### src/rtl/bwc_pkg.sv
// Constants shared by the bridge window register bank.
// Assumes a single 32-bit APB register port and byte addresses.
package bwc_pkg;

    // ------------------------------------------------------------
    // Register byte offsets
    // ------------------------------------------------------------
    localparam logic [7:0] OFS_PF_BASE_HI  = 8'h28;
    localparam logic [7:0] OFS_PF_LIMIT_HI = 8'h2C;
    localparam logic [7:0] OFS_IO_HI       = 8'h30;
    localparam logic [7:0] OFS_CAP_PTR     = 8'h34;
    localparam logic [7:0] OFS_INT_BRG     = 8'h3C;
    localparam logic [7:0] OFS_EVT_STAT    = 8'h80;
    localparam logic [7:0] OFS_EVT_MASK    = 8'h84;

    // ------------------------------------------------------------
    // Field positions and reset values
    // ------------------------------------------------------------
    localparam int          POS_PIN         = 8;
    localparam int          POS_BRG         = 16;
    localparam int          POS_IO_LIMIT    = 16;
    localparam int          BRG_W           = 5;
    localparam int          BIT_PAR_RESP    = 0;
    localparam int          BIT_SECONDARY_ERROR_FORWARD_ENABLE = 1;
    localparam int          BIT_ISA         = 2;
    localparam int          BIT_VGA         = 3;
    localparam int          BIT_VGA16       = 4;
    localparam logic [31:0] RST_PF_HI       = 32'h0000_0000;
    localparam logic [15:0] RST_IO_HI       = 16'h0000;
    localparam logic [7:0]  RST_INT_LINE    = 8'h00;
    localparam logic [7:0]  RST_INT_PIN     = 8'h00;
    localparam logic [4:0]  RST_BRG         = 5'h00;
    localparam logic [7:0]  VAL_CAP_PTR     = 8'h40;

    // ------------------------------------------------------------
    // Event status bits
    // ------------------------------------------------------------
    localparam int          EVT_W           = 3;
    localparam int          EVT_POISON      = 0;
    localparam int          EVT_ERR_DROP    = 1;
    localparam int          EVT_HOTPLUG     = 2;

    // ------------------------------------------------------------
    // Address decode constants
    // ------------------------------------------------------------
    localparam logic [19:0] PF_LIMIT_ONES   = 20'hFFFFF;
    localparam logic [11:0] IO_LIMIT_ONES   = 12'hFFF;
    localparam logic [63:0] VGA_MEM_LO      = 64'h0000_0000_000A_0000;
    localparam logic [63:0] VGA_MEM_HI      = 64'h0000_0000_000B_FFFF;
    localparam logic [9:0]  VGA_IO_A_LO     = 10'h3B0;
    localparam logic [9:0]  VGA_IO_A_HI     = 10'h3BB;
    localparam logic [9:0]  VGA_IO_B_LO     = 10'h3C0;
    localparam logic [9:0]  VGA_IO_B_HI     = 10'h3DF;

endpackage

### src/rtl/bwc_decode.sv
// Combinational forwarding decode from the bridge window settings.
// Assumes the caller registers the results; no state is held here.
`timescale 1ns/10ps
module bwc_decode
    import bwc_pkg::*;
(
    input  wire logic [63:0] i_pf_base,
    input  wire logic [63:0] i_pf_limit,
    input  wire logic [31:0] i_io_base,
    input  wire logic [31:0] i_io_limit,
    input  wire logic [4:0]  i_brg,
    input  wire logic [63:0] i_mem_addr,
    input  wire logic [31:0] i_io_addr,
    output wire logic        o_mem_dn,
    output wire logic        o_io_dn,
    output wire logic        o_io_up
);

    // ------------------------------------------------------------
    // Window and VGA matches
    // ------------------------------------------------------------
    wire logic mem_in_win;
    wire logic vga_mem;
    wire logic io_in_win;
    wire logic io_low64k;
    wire logic isa_alias;
    wire logic vga_lo10;
    wire logic vga_io;

    // Prefetchable window, inclusive at both ends
    assign mem_in_win = (i_mem_addr >= i_pf_base) && (i_mem_addr <= i_pf_limit);
    // Fixed VGA frame buffer range
    assign vga_mem    = (i_mem_addr >= VGA_MEM_LO) && (i_mem_addr <= VGA_MEM_HI);
    // I/O window, limit low bits read as ones
    assign io_in_win  = (i_io_addr >= i_io_base) && (i_io_addr <= i_io_limit);
    assign io_low64k  = (i_io_addr[31:16] == 16'h0000);
    // Top 768 bytes of each 1KB block below 64KB are ISA aliases
    assign isa_alias  = io_low64k && (i_io_addr[9:8] != 2'b00);
    // Ten-bit VGA port ranges
    assign vga_lo10   = ((i_io_addr[9:0] >= VGA_IO_A_LO) && (i_io_addr[9:0] <= VGA_IO_A_HI))
                     || ((i_io_addr[9:0] >= VGA_IO_B_LO) && (i_io_addr[9:0] <= VGA_IO_B_HI));
    // Width 0 ignores upper bits; width 1 also needs bits 31:10 clear
    assign vga_io     = vga_lo10 && (!i_brg[BIT_VGA16]
                     || (io_low64k && (i_io_addr[15:10] == 6'h00)));

    // ------------------------------------------------------------
    // Routing results
    // ------------------------------------------------------------
    // VGA ranges claimed only while enabled
    assign o_mem_dn = mem_in_win || (i_brg[BIT_VGA] && vga_mem);
    // ISA mode sends aliases upstream instead of down
    assign o_io_up  = io_in_win && i_brg[BIT_ISA] && isa_alias
                   && !(i_brg[BIT_VGA] && vga_io);
    assign o_io_dn  = (io_in_win && !o_io_up) || (i_brg[BIT_VGA] && vga_io);

endmodule

### src/rtl/bwc_regs.sv
// Bridge window configuration registers for one switch port.
// Assumes APB3 register access, one 250 MHz clock and synchronous
// forwarding-logic inputs; lower base/limit fields come from outside.
`timescale 1ns/10ps

// Operation
// - Writable 32-bit prefetch limit upper half, reset zero, used in forwarding.
// - Writable 16-bit I/O base upper half, reset zero, used in forwarding.
// - Writable 16-bit I/O limit upper half in bits 31:16, reset zero.
// - Capability pointer reads as fixed 40h.
// - Writable interrupt line byte at 3Ch, no hardware effect, reset zero.
// - Read-only interrupt pin byte, reset 00h; hot-plug raises INTA message.
// - Downstream port pin value may be loaded from sideband or EEPROM.
// - Bit 16 off ignores poisoned TLPs; on detects and reports them.
// - Bit 17 gates forwarding of secondary error messages upstream.
// - Bit 18 sends ISA alias I/O addresses in window upstream.
// - Bit 19 forwards VGA memory and I/O ranges, else ignores them.
// - VGA I/O means low ten bits in 3B0h-3BBh or 3C0h-3DFh.
// - VGA decode width 0 matches on ten address bits only.
// - Bit 20 set matches VGA I/O on all 32 address bits, bits 31:10 clear.
// - Prefetch limit low twenty address bits taken as all ones.
// - Writable prefetch base upper half at 28h joins lower base.
module bwc_regs
    import bwc_pkg::*;
#(
    parameter bit IS_DOWNSTREAM = 1'b1
)(
    input  wire logic        i_clk_sys,
    input  wire logic        i_rstn,
    // APB slave
    input  wire logic        i_psel,
    input  wire logic        i_penable,
    input  wire logic        i_pwrite,
    input  wire logic [7:0]  i_paddr,
    input  wire logic [31:0] i_pwdata,
    output logic             o_pready,
    output logic [31:0]      o_prdata,
    output logic             o_pslverr,
    // Lower window fields held elsewhere
    input  wire logic [11:0] i_pf_base_lo,
    input  wire logic [11:0] i_pf_limit_lo,
    input  wire logic [3:0]  i_io_base_lo,
    input  wire logic [3:0]  i_io_limit_lo,
    // Interrupt pin load from sideband or EEPROM
    input  wire logic        i_pin_load,
    input  wire logic [7:0]  i_pin_load_val,
    // Secondary-side events
    input  wire logic        i_poison_seen,
    input  wire logic        i_err_msg,
    input  wire logic        i_hotplug,
    // Forwarding requests
    input  wire logic        i_mem_vld,
    input  wire logic [63:0] i_mem_addr,
    input  wire logic        i_io_vld,
    input  wire logic [31:0] i_io_addr,
    // Results
    output logic             o_mem_fwd_dn,
    output logic             o_io_fwd_dn,
    output logic             o_io_fwd_up,
    output logic             o_route_vld,
    output logic             o_poison_rpt,
    output logic             o_err_fwd,
    output logic             o_inta_msg,
    output logic             o_irq
);

    // ------------------------------------------------------------
    // Reset release
    // ------------------------------------------------------------
    logic rst_meta_q;
    logic rst_n_q;

    // Two-stage release so the deassert edge is clean
    always_ff @(posedge i_clk_sys or negedge i_rstn) begin
        if (!i_rstn) begin
            rst_meta_q <= 1'b0;
            rst_n_q    <= 1'b0;
        end else begin
            rst_meta_q <= 1'b1;
            rst_n_q    <= rst_meta_q;
        end
    end

    // ------------------------------------------------------------
    // Storage
    // ------------------------------------------------------------
    logic [31:0]      pf_base_hi_q;
    logic [31:0]      pf_limit_hi_q;
    logic [15:0]      io_base_hi_q;
    logic [15:0]      io_limit_hi_q;
    logic [7:0]       int_line_q;
    logic [7:0]       int_pin_q;
    logic [BRG_W-1:0] brg_q;
    logic [EVT_W-1:0] stat_q;
    logic [EVT_W-1:0] stat_d;
    logic [EVT_W-1:0] mask_q;

    // ------------------------------------------------------------
    // APB decode
    // ------------------------------------------------------------
    wire logic        access;
    wire logic        wr_en;
    wire logic        sel_pfb;
    wire logic        sel_pfl;
    wire logic        sel_io;
    wire logic        sel_cap;
    wire logic        sel_int;
    wire logic        sel_stat;
    wire logic        sel_mask;
    wire logic        mapped;
    wire logic [31:0] rd_mux;
    logic             pready_q;
    logic [31:0]      prdata_q;
    logic             pslverr_q;

    // One wait state: answer lands on the second access cycle
    assign access   = i_psel && i_penable && !pready_q;
    assign wr_en    = i_psel && i_penable && pready_q && i_pwrite && !pslverr_q;
    assign sel_pfb  = (i_paddr == OFS_PF_BASE_HI);
    assign sel_pfl  = (i_paddr == OFS_PF_LIMIT_HI);
    assign sel_io   = (i_paddr == OFS_IO_HI);
    assign sel_cap  = (i_paddr == OFS_CAP_PTR);
    assign sel_int  = (i_paddr == OFS_INT_BRG);
    assign sel_stat = (i_paddr == OFS_EVT_STAT);
    assign sel_mask = (i_paddr == OFS_EVT_MASK);
    assign mapped   = sel_pfb || sel_pfl || sel_io || sel_cap
                   || sel_int || sel_stat || sel_mask;

    // Read mux; bridge bits 21 to 31 read as zero
    assign rd_mux = sel_pfb  ? pf_base_hi_q :
                    sel_pfl  ? pf_limit_hi_q :
                    sel_io   ? {io_limit_hi_q, io_base_hi_q} :
                    sel_cap  ? {24'h000000, VAL_CAP_PTR} :
                    sel_int  ? {11'h000, brg_q, int_pin_q, int_line_q} :
                    sel_stat ? {29'h0000000, stat_q} :
                    sel_mask ? {29'h0000000, mask_q} :
                               32'h0000_0000;

    // Answer registers; unmapped addresses get an error and zero data
    always_ff @(posedge i_clk_sys or negedge rst_n_q) begin
        if (!rst_n_q) begin
            pready_q  <= 1'b0;
            prdata_q  <= 32'h0000_0000;
            pslverr_q <= 1'b0;
        end else begin
            pready_q  <= access;
            if (access) begin
                prdata_q  <= i_pwrite ? 32'h0000_0000 : rd_mux;
                pslverr_q <= !mapped;
            end else begin
                pslverr_q <= 1'b0;
            end
        end
    end

    // ------------------------------------------------------------
    // Window registers
    // ------------------------------------------------------------
    // Upper halves written only on the completing edge
    always_ff @(posedge i_clk_sys or negedge rst_n_q) begin
        if (!rst_n_q) begin
            pf_base_hi_q  <= RST_PF_HI;
            pf_limit_hi_q <= RST_PF_HI;
            io_base_hi_q  <= RST_IO_HI;
            io_limit_hi_q <= RST_IO_HI;
        end else if (wr_en) begin
            if (sel_pfb) begin
                pf_base_hi_q <= i_pwdata;
            end
            if (sel_pfl) begin
                pf_limit_hi_q <= i_pwdata;
            end
            if (sel_io) begin
                io_base_hi_q  <= i_pwdata[15:0];
                io_limit_hi_q <= i_pwdata[POS_IO_LIMIT +: 16];
            end
        end
    end

    // ------------------------------------------------------------
    // Interrupt line, pin and bridge control
    // ------------------------------------------------------------
    // Line is scratch for software only; nothing here reads it
    always_ff @(posedge i_clk_sys or negedge rst_n_q) begin
        if (!rst_n_q) begin
            int_line_q <= RST_INT_LINE;
            brg_q      <= RST_BRG;
        end else if (wr_en && sel_int) begin
            int_line_q <= i_pwdata[7:0];
            brg_q      <= i_pwdata[POS_BRG +: BRG_W];
        end
    end

    // Pin is read-only to software; upstream ports keep the default
    always_ff @(posedge i_clk_sys or negedge rst_n_q) begin
        if (!rst_n_q) begin
            int_pin_q <= RST_INT_PIN;
        end else if (IS_DOWNSTREAM && i_pin_load) begin
            int_pin_q <= i_pin_load_val;
        end
    end

    // ------------------------------------------------------------
    // Window assembly
    // ------------------------------------------------------------
    wire logic [63:0] pf_base;
    wire logic [63:0] pf_limit;
    wire logic [31:0] io_base;
    wire logic [31:0] io_limit;
    wire logic        mem_dn;
    wire logic        io_dn;
    wire logic        io_up;

    // Base low bits zero, limit low bits ones
    assign pf_base  = {pf_base_hi_q, i_pf_base_lo, 20'h00000};
    assign pf_limit = {pf_limit_hi_q, i_pf_limit_lo, PF_LIMIT_ONES};
    assign io_base  = {io_base_hi_q, i_io_base_lo, 12'h000};
    assign io_limit = {io_limit_hi_q, i_io_limit_lo, IO_LIMIT_ONES};

    bwc_decode u_decode (
        .i_pf_base  (pf_base),
        .i_pf_limit (pf_limit),
        .i_io_base  (io_base),
        .i_io_limit (io_limit),
        .i_brg      (brg_q),
        .i_mem_addr (i_mem_addr),
        .i_io_addr  (i_io_addr),
        .o_mem_dn   (mem_dn),
        .o_io_dn    (io_dn),
        .o_io_up    (io_up)
    );

    // ------------------------------------------------------------
    // Routing outputs
    // ------------------------------------------------------------
    // Registered so the forwarding path sees a clean one-cycle answer
    always_ff @(posedge i_clk_sys or negedge rst_n_q) begin
        if (!rst_n_q) begin
            o_mem_fwd_dn <= 1'b0;
            o_io_fwd_dn  <= 1'b0;
            o_io_fwd_up  <= 1'b0;
            o_route_vld  <= 1'b0;
        end else begin
            o_mem_fwd_dn <= i_mem_vld && mem_dn;
            o_io_fwd_dn  <= i_io_vld && io_dn;
            o_io_fwd_up  <= i_io_vld && io_up;
            o_route_vld  <= i_mem_vld || i_io_vld;
        end
    end

    // ------------------------------------------------------------
    // Error, poison and hot-plug handling
    // ------------------------------------------------------------
    wire logic poison_hit;
    wire logic err_drop;

    // Poison ignored entirely while reporting is off
    assign poison_hit = i_poison_seen && brg_q[BIT_PAR_RESP];
    // A blocked error message is noted so software can see the loss
    assign err_drop   = i_err_msg && !brg_q[BIT_SECONDARY_ERROR_FORWARD_ENABLE];

    always_ff @(posedge i_clk_sys or negedge rst_n_q) begin
        if (!rst_n_q) begin
            o_poison_rpt <= 1'b0;
            o_err_fwd    <= 1'b0;
            o_inta_msg   <= 1'b0;
        end else begin
            o_poison_rpt <= poison_hit;
            o_err_fwd    <= i_err_msg && brg_q[BIT_SECONDARY_ERROR_FORWARD_ENABLE];
            o_inta_msg   <= i_hotplug;
        end
    end

    // ------------------------------------------------------------
    // Event status and interrupt
    // ------------------------------------------------------------
    wire logic [EVT_W-1:0] evt_set;
    wire logic [EVT_W-1:0] evt_clr;

    assign evt_set = {i_hotplug, err_drop, poison_hit};
    assign evt_clr = (wr_en && sel_stat) ? i_pwdata[EVT_W-1:0] : '0;

    // Write one clears; a new event in the same cycle wins
    always_comb begin
        stat_d = (stat_q & ~evt_clr) | evt_set;
    end

    always_ff @(posedge i_clk_sys or negedge rst_n_q) begin
        if (!rst_n_q) begin
            stat_q <= '0;
            mask_q <= '0;
            o_irq  <= 1'b0;
        end else begin
            stat_q <= stat_d;
            if (wr_en && sel_mask) begin
                mask_q <= i_pwdata[EVT_W-1:0];
            end
            // Follows the stored status one cycle later
            o_irq  <= |(stat_q & mask_q);
        end
    end

    // ------------------------------------------------------------
    // Bus outputs
    // ------------------------------------------------------------
    assign o_pready  = pready_q;
    assign o_prdata  = prdata_q;
    assign o_pslverr = pslverr_q;

endmodule

### config.mk
export PLATFORM = sky130hd
export DESIGN_NAME = bwc_regs
export DESIGN_NICKNAME = d
export VERILOG_FILES = /design/src/rtl/bwc_pkg.sv /design/src/rtl/bwc_decode.sv /design/src/rtl/bwc_regs.sv
export SDC_FILE = /design/constraint.sdc
export NUM_CORES = 1
export LEC_CHECK = 0
export ABC_AREA = 1
export BUFFER_PORTS_ARGS = -buffer_cell sky130_fd_sc_hd__buf_2
export CAP_MARGIN = 0
export CORE_MARGIN = 2
export CORE_UTILIZATION = 25
export CTS_BUF_LIST = sky130_fd_sc_hd__clkbuf_4
export CTS_CLUSTER_DIAMETER = 60
export DETAILED_ROUTE_END_ITERATION = 10
export GPL_TIMING_DRIVEN = 1
export RECOVER_POWER = 100
export SLEW_MARGIN = 10
export SYNTH_ARGS = -nofsm -noshare
export SYNTH_HDL_FRONTEND = slang
export SYNTH_SLANG_ARGS = --single-unit
export TNS_END_PERCENT = 50
### constraint.sdc
create_clock -name i_clk_sys -period 6.2 [get_ports i_clk_sys]
set_input_delay 0.62 -clock i_clk_sys [delete_from_list [all_inputs] [get_ports i_clk_sys]]
set_output_delay 0.62 -clock i_clk_sys [all_outputs]
set_load 0.03 [all_outputs]
# ---- Word level (Yosys, flattened, before mapping)
# Index checks and enable logic that the tools add are counted.
# Widths: inputs -> output; s select.
dict set report totals {
  memories 0
  out_inout_bits 42
  ff_bits 167
  ram_bits 0
  wordCells 106
  latch_bits 0
  rom_bits 0
}
dict set report op_classes {
  n_reduce_logical 53
  mux 10
  magnitude_cmp 10
  bitwise_logic 4
  n_mul 0
  n_shift 0
  eq_ne 7
  n_div 0
  addsub 0
}
# cell n
set ops {}
lappend ops {{$mux 32} 4}
lappend ops {{$ge 64x20->1 const B} 1}
lappend ops {{$ge 64x64->1} 1}
lappend ops {{$le 64x20->1 const B} 1}
lappend ops {{$le 64x64->1} 1}
lappend ops {{$mux 21} 2}
lappend ops {{$eq 8x6->1 const B} 5}
lappend ops {{$ge 32x32->1} 1}
lappend ops {{$le 32x32->1} 1}
lappend ops {{$logic_and 1x1->1} 28}
lappend ops {{$ge 10x10->1 const B} 2}
lappend ops {{$le 10x10->1 const B} 2}
lappend ops {{$eq 8x8->1 const B} 2}
lappend ops {{$logic_not 16->1} 1}
lappend ops {{$logic_or 1x1->1} 11}
lappend ops {{$mux 3} 3}
lappend ops {{$logic_not 1->1} 7}
lappend ops {{$and 3x3->3} 2}
lappend ops {{$logic_not 6->1} 1}
lappend ops {{$reduce_and 2->1} 3}
lappend ops {{$not 3->3} 1}
lappend ops {{$or 3x3->3} 1}
lappend ops {{$reduce_or 3->1} 1}
lappend ops {{$reduce_bool 2->1} 1}
lappend ops {{$mux 1} 1}

# ---- Depth between registers and ports, before layout
# Gate-level depths: netlist of the first run.
dict set report logic_depth {
  depth_word 11
  ltp_mapped 15
  depth_no_buf 15
}

# ---- By module
# From an unflattened synthesis of the first run, not the netlist that was laid out.
dict set report unflattened {
  cells_unflattened 1695
  area_unflattened_um2 12435.7
}
# mod instances cells_each area_per_inst_um2
set modules_own_cells {}
lappend modules_own_cells {bwc_regs 1 840 7099.3}
lappend modules_own_cells {bwc_decode 1 855 5336.4}

# ---- Worst setup path after synthesis of the first run
# Ideal clock, no wire load.
dict set report synth_timing {
  path_type {input to register}
  start {in i_mem_addr[59]}
  end {reg o_mem_fwd_dn}
  n_path_buf 0
  setup_ns 0.120
  path_stages 12
  setup_slack_ns 4.430
  t_arrival_ns 1.649
  path_cell_list {ha_1 > nand2_1 > inv_1 > nand3_1 > nor2_1 > nand3_1 > nor2_1 > nand2_1 > nand3_1 > nand2_1 > nand2_1 > a21oi_1}
}
dict set report synth_between {
  elab_chain_len 5
  word_cells_on_any_way 9
  classes_between {order compare (4); reduce/logical (5)}
}
# item line
set synth_lines {}
lappend synth_lines {{start: declaration} bwc_regs.sv:53} ;# input wire logic [63:0] i_mem_addr,
lappend synth_lines {{$ge 64x20->1 or $le 64x20->1 (tied branches)} bwc_decode.sv:33} ;# assign vga_mem = (i_mem_addr >= VGA_MEM_LO) && (i_mem_addr <= VGA_MEM_HI);
lappend synth_lines {{$logic_and 1x1->1} bwc_decode.sv:33}
lappend synth_lines {{$logic_and 1x1->1} bwc_decode.sv:50} ;# assign o_mem_dn = mem_in_win || (i_brg[BIT_VGA] && vga_mem);
lappend synth_lines {{$logic_or 1x1->1 *} bwc_decode.sv:50}
lappend synth_lines {{$logic_and 1x1->1 *} bwc_regs.sv:244} ;# o_mem_fwd_dn <= i_mem_vld && mem_dn;
lappend synth_lines {{end signal: assignment} bwc_regs.sv:244}
lappend synth_lines {{end: declaration} bwc_regs.sv:57} ;# output logic o_mem_fwd_dn,
# Mark *: on every way between the ends. The rest lies on a longest branch, timed or not.
# A chain may end at the register's enable or synchronous reset.

# ---- Worst setup path after layout of the first run
dict set report layout_timing {
  start {in i_paddr[1]}
  end {reg pf_limit_hi_q[5]}
}
dict set report layout_between {
  elab_chain_len 2
}
# item line
set layout_lines {}
lappend layout_lines {{start: declaration} bwc_regs.sv:34} ;# input wire logic [7:0] i_paddr,
lappend layout_lines {{$eq 8x6->1} bwc_regs.sv:120} ;# assign sel_pfl = (i_paddr == OFS_PF_LIMIT_HI);
lappend layout_lines {{$reduce_and 2->1 (no line)} -}
lappend layout_lines {{end signal: assignment} bwc_regs.sv:171} ;# pf_limit_hi_q <= i_pwdata;
lappend layout_lines {{end: declaration} bwc_regs.sv:88} ;# logic [31:0] pf_limit_hi_q;
# Every way passes these cells.

==> flow_summary.toml, run 1 <==
[run_status]
status = "complete, but fails checks"
violations = "capacitance limit, slew limit"

[cts]
cts_tree = "yes"
cts_resized = 0
cts.sinks = 167
path_clk_slew_ns = 0.17
clk_latency_ns = 0.64
hold_buffers = 1
clock-root-buffer = "clkbuf_4"
cts_buffer_depth = 2
cts_buffers = 17
cts_setup_buffers = 0
htreeDepth = 4

[critical_path]
crit_chain = "buf_2 -> nor2_1 -> inv_1 -> nor3_1 -> nand2_1 -> inv_1 -> nand2_1 -> o21ai_0"
cp_num_buf_inv = 3
crit_slowest_cell = "nand2_1"
cp.required_ns = 6.71
critPathKind = "input pin to register"
path_max_fanout = 64
critPathArrivalTime_ns = 4.09
slowest_delay_ns = 1.20
critPathLaunchType = "input pin"
cp-end-kind = "register"
critPathTopFamily = "simple AND/OR/NAND/NOR gates"

[synthesis]
yosysWarnings = 0
synthFlopType = "dfrtp_1"
synthArstFlopShare = 1.000
ys_seq_elements = 167
netlist_area_mm2 = 0.01091
yosysUniqueCellTypes = 34
synth_cells = 1471
yosysSeqAreaShare = 0.3829
synth-edff-count = 0
synth.avg_cell_area_um2 = 7.419
syn-num-nets = 1786

[sta]
setup_viol = 0
relSlewSlack = -0.9589
timing.final.crit_period_ns = 3.577
rsz0062_at_grt = "no"
drv_slew = 268
worst_slew_pin_slew_ns = 2.938
clock-skew-final_ns = 0.02623
period_share = 0.5770
tns_ns = 0
fmax_mhz = 279.5
final_hold_viol_count = 0

[floorplanning]
die-area_mm2 = 0.04534
die_w_um = 212.9
ios = 229
core_area_mm2 = 0.04308
die_h_um = 212.9
rows = 76
initial_core_util = 0.2533

[place]
dp_hpwl_um = 30370
place_inst = 2248
gp_congestion = 0.8430
dpl_cell_area_mm2 = 0.01262
io_buffers = 228

[pwr]
cellPowerDensity_mw_per_mm2 = 164.4
peakVddDrop_v = 0.0001048
power.leakage_nw = 6.338

[route]
routedWlPerCell_um = 16.12
vias_per_cell = 4.503
drtAntennaViolNets = 0
drt_iter0_drc = 759
dr.pass1.iters = 6
wl_um = 36810
vias = 10290
drc_errors = 0

[grt]
grt_pass1_wl_um = 55220
antenna_found_initial = 4
grt_max_degree = 73
track_usage = 0.1622
overflow = 0
grt_pass1_vias = 9789

[flow_run]
max_cap_violations = 4

[layout]
final_cells = 2284
drive_above_1_share = 0.1315
area_delta_synth_final_pct = 17.79
final_nets = 1998
final_area_mm2 = 0.01285

[worst_hold_path]
min_path_type = "input pin to register"
## final timing paths
| check | from | endpoint | slack, ns | depth (start not counted) |
|---|---|---|---|---|
| setup / recovery | i_paddr[1] | pf_limit_hi_q[5] | 2.62 | 8 |
| hold / removal | i_hotplug | o_inta_msg | 0.12 | 1 |
| setup reg to reg | o_pready | pf_base_hi_q[24] | 2.92 | 4 |
| hold reg to reg | rst_meta_q | rst_n_q | 0.38 | 0 |
| max in group asynchronous | rst_n_q | pf_limit_hi_q[10] | 3.07 | 1 |
| min in group asynchronous | i_rstn | rst_n_q | 0.29 | 2 |
## Yosys cell counts, types with 2 or more instances
library cell,count,area share
a21o_1,4,0.0028
o211ai_1,18,0.012
and2_1,2,0.0011
nand2_4,2,0.0021
nand2_1,400,0.14
buf_4,2,0.0014
ha_1,128,0.15
clkbuf_1,19,0.0065
o21ai_1,29,0.013
o21ai_0,161,0.074
dfrtp_1,167,0.38
nor2_1,116,0.040
buf_6,2,0.0021
inv_2,3,0.0010
inv_1,238,0.082
a21oi_1,52,0.024
o22ai_1,10,0.0057
buf_2,16,0.0073
nor4_1,5,0.0029
nand2_2,3,0.0017
o2111ai_1,3,0.0024
nor3_1,10,0.0046
nand4_1,35,0.020
nand3_1,32,0.015
o21a_1,5,0.0034
## per-stage QoR
stage	setup slack, ns	total power [W]	hold slack (ns)	utilization
3_3_place_gp	3.248	0.001440	0.3363	0.2930
4_1_cts	3.821	0.002141	0.07884	0.3005
5_1_grt	2.215	0.002226	0.08564	0.2984
2_1_floorplan	1.202	0.001296	0.3244	-
6_report	2.623	0.002114	0.1241	0.2984
3_5_place_dp	3.167	0.001449	0.3403	0.2930
## cells in the final DEF (no fill, tap or decap), types with 11 or more instances in the layout
master	Yosys	routed
nand2_1	400	404
inv_1	238	240
o21ai_0	161	186
buf_2	16	184
dfrtp_1	167	167
ha_1	128	128
nor2_1	116	116
a21oi_1	52	52
clkbuf_1	19	44
nand4_1	35	35
nand3_1	32	33
o211ai_1	18	18
clkbuf_4	0	17
nor3_1	10	11
## sequential cells by signal, indices dropped and copies added, names as in the netlist, 5 cells and up
name	flops
pf_base_hi_q	32
pf_limit_hi_q	32
int_line_q	8
int_pin_q	8
brg_q	5
io_limit_hi_q	16
io_base_hi_q	16
o_prdata	32
## where the power goes
| part | internal [W] | total, W | switching [W] |
|---|---|---|---|
| combinational | 0.000120 | 0.000311 | 0.000191 |
| clock | 0.000224 | 0.000690 | 0.000466 |
| sequential | 0.00110 | 0.00111 | 0.0000130 |
| total | 0.00144 | 0.00211 | 0.000670 |
## layout make-up
class                   instances  area, um2
fillers                      4777      30220
multi-input cells            1023       5599
flip-flops and latches        167       4179
repair buffers                232       1119
inverters                     242      909.6
well taps                     585      732.0
clock inverters                15      181.4
clock buffers                  17      127.6
diodes                          3      7.507
## cells by family (layout without fill, tap and decap cells)
family	Yosys count	count (layout)	synth area share
other cells	1	4	0.0003436
compound gates	284	284	0.1391
fa+ha+maj	128	128	0.1468
buf+inv	281	506	0.1007
simple gates	610	610	0.2302
flops	167	167	0.3829
## routing by layer
metal / GRT usage / routed length (um) / up-vias
met5: 0 / 13 / -
met4: 0.04244 / 544 / 2
li1: - / - / 5179
met3: 0.02324 / 1951 / 29
met2: 0.2653 / 16710 / 317
met1: 0.2238 / 17590 / 4758
Note: power is estimated with default switching activity, not from simulation.
==> run 2: changes to the inputs <==
Clock period 6.2 ns to 3 ns, I/O delays scaled along.
==> flow_summary.toml, run 2 (synthesis gave the netlist of run 1 again) <==
[run_status]
status = "complete, but fails checks"
violations = "capacitance limit, slew limit"

[cts]
htreeDepth = 4
clk_latency_ns = 0.64
clock-root-buffer = "clkbuf_4"
cts_resized = 0
cts_buffers = 17
cts_buffer_depth = 2
cts_tree = "yes"
cts.sinks = 167
path_clk_slew_ns = 0.16
hold_buffers = 57
cts_setup_buffers = 0

[grt]
grt_pass1_vias = 10300
antenna_found_initial = 3
grt_max_degree = 65
overflow = 0
grt_pass1_wl_um = 58130
track_usage = 0.1713

[pwr]
p_int_w = 0.002952
peakVddDrop_v = 0.0001642
power_switching_w = 0.001400
cellPowerDensity_mw_per_mm2 = 323.3
seqPwrFrac = 0.527
combPwrFrac = 0.167
swShare = 0.3217
power.leakage_nw = 6.579
pwr-share-clk = 0.306

[floorplanning]
die_w_um = 212.9
initial_core_util = 0.2533
die_h_um = 212.9
ios = 229
core_area_mm2 = 0.04308
die-area_mm2 = 0.04534
rows = 76

[sta]
period_share = 0.8404
drv_slew = 42
worst_slew_pin_slew_ns = 1.836
fmax_mhz = 396.6
rsz0062_at_grt = "no"
clock-skew-final_ns = 0.04102
relSlewSlack = -0.2238
setup_viol = 0
timing.final.crit_period_ns = 2.521
final_hold_viol_count = 0
tns_ns = 0
holdWs_ns = 0.05048

[critical_path]
endpoint = "o_prdata[21]"
cp.required_ns = 3.57
r2r_cells = 1
critPathKind = "input pin to register"
r2r-end = "o_prdata[30]"
critPathLaunchType = "input pin"
worst-r2r-setup-slack_ns = 0.73
crit_start = "i_psel"
cp-end-kind = "register"
critPathArrivalTime_ns = 3.09
path_max_fanout = 34
r2r_start = "rst_n_q"

[route]
drt_iter0_drc = 776
vias_per_cell = 4.570
vias = 10720
routedWlPerCell_um = 16.50
drc_errors = 0
wl_um = 38710
dr.pass1.iters = 5
drtAntennaViolNets = 0

[flow_run]
max_cap_violations = 1

[layout]
final_nets = 2060
layout_common_cells = "401 x nand2_1, 238 x inv_1, 187 x o21ai_0, 184 x buf_2, 167 x dfrtp_1"
area_delta_synth_final_pct = 23.34
drive_above_1_share = 0.1348
fill_cells = 4663
final_cells = 2346
final_util = 0.3125
mostFrequentLayoutCell = "nand2_1"
final_area_mm2 = 0.01346

[place]
gp_congestion = 0.8444
dpl_cell_area_mm2 = 0.01268
dp_hpwl_um = 31140
io_buffers = 228
place_inst = 2254

[worst_hold_path]
min_from = "i_pin_load"
min_path_type = "input pin to register"
[run 2: cell types whose count changed in the layout (fill, tap and decap cells not counted), sizes merged]
cell / before / now
dlygate4sd3: 1 / 57
clkbuf: 61 / 65
buf: 187 / 189
bufinv: 1 / 0
clkinv: 7 / 6
clkinvlp: 1 / 2
inv: 248 / 249
[run 2: critical path, stage by stage]
cell and delay, ns:
dlygate4sd3_1 0.53, buf_2 0.10, nand2_1 0.09, dlygate4sd3_1 0.57
nor2_1 0.15, inv_2 0.34, nor2_1 0.20, buf_4 0.39
o21ai_0 0.28, nand2_1 0.11
[run 2: worst min path at each step]
stage | end | depth (start not counted)
final | int_pin_q[5] | 3
after global routing | brg_q[0] | 3
after CTS | brg_q[0] | 3
after detailed placement | rst_meta_q | 1
after global placement | rst_meta_q | 1
after floorplan | rst_meta_q | 0
[run 2: power groups by stage]
stage | sequential (W) | combinational (W) | clock, W
final | 0.00229 | 0.000725 | 0.00133
after global routing | 0.00230 | 0.000823 | 0.00147
after CTS | 0.00230 | 0.000733 | 0.00138
after detailed placement | 0.00234 | 0.000669 | 0
after global placement | 0.00234 | 0.000650 | 0
after floorplan | 0.00236 | 0.000315 | 0
[run 2: per-stage QoR]
step | worst slack (ns) | power [W]
finish | 0.4788 | 0.004351
global route | 0.3001 | 0.004591
CTS | 0.5419 | 0.004406
detailed placement | 0.6496 | 0.003006
global placement | 0.7147 | 0.002986
floorplan | 0.2380 | 0.002679
[run 2: cell type report]
cell class / instances / area [um2] / area share
flip-flops and latches: 167 / 4179 / 0.3105
well taps: 585 / 732.0 / 0.05438
repair buffers: 294 / 1727 / 0.1283
clock inverters: 15 / 155.1 / 0.01153
multi-input cells: 1023 / 5623 / 0.4177
inverters: 242 / 909.6 / 0.06758
diodes: 3 / 7.507 / 0.0005577
clock buffers: 17 / 127.6 / 0.009481
[run 2: layer usage]
| layer | up-vias | track usage | routed length (um) | part of all wire |
|---|---|---|---|---|
| li1 | 5317 | - | - | - |
| met1 | 4994 | 0.2339 | 18120 | 0.47 |
| met2 | 382 | 0.2756 | 17530 | 0.45 |
| met3 | 28 | 0.03280 | 2418 | 0.062 |
| met4 | 0 | 0.04750 | 630 | 0.016 |
| met5 | - | 0 | 0 | 0 |
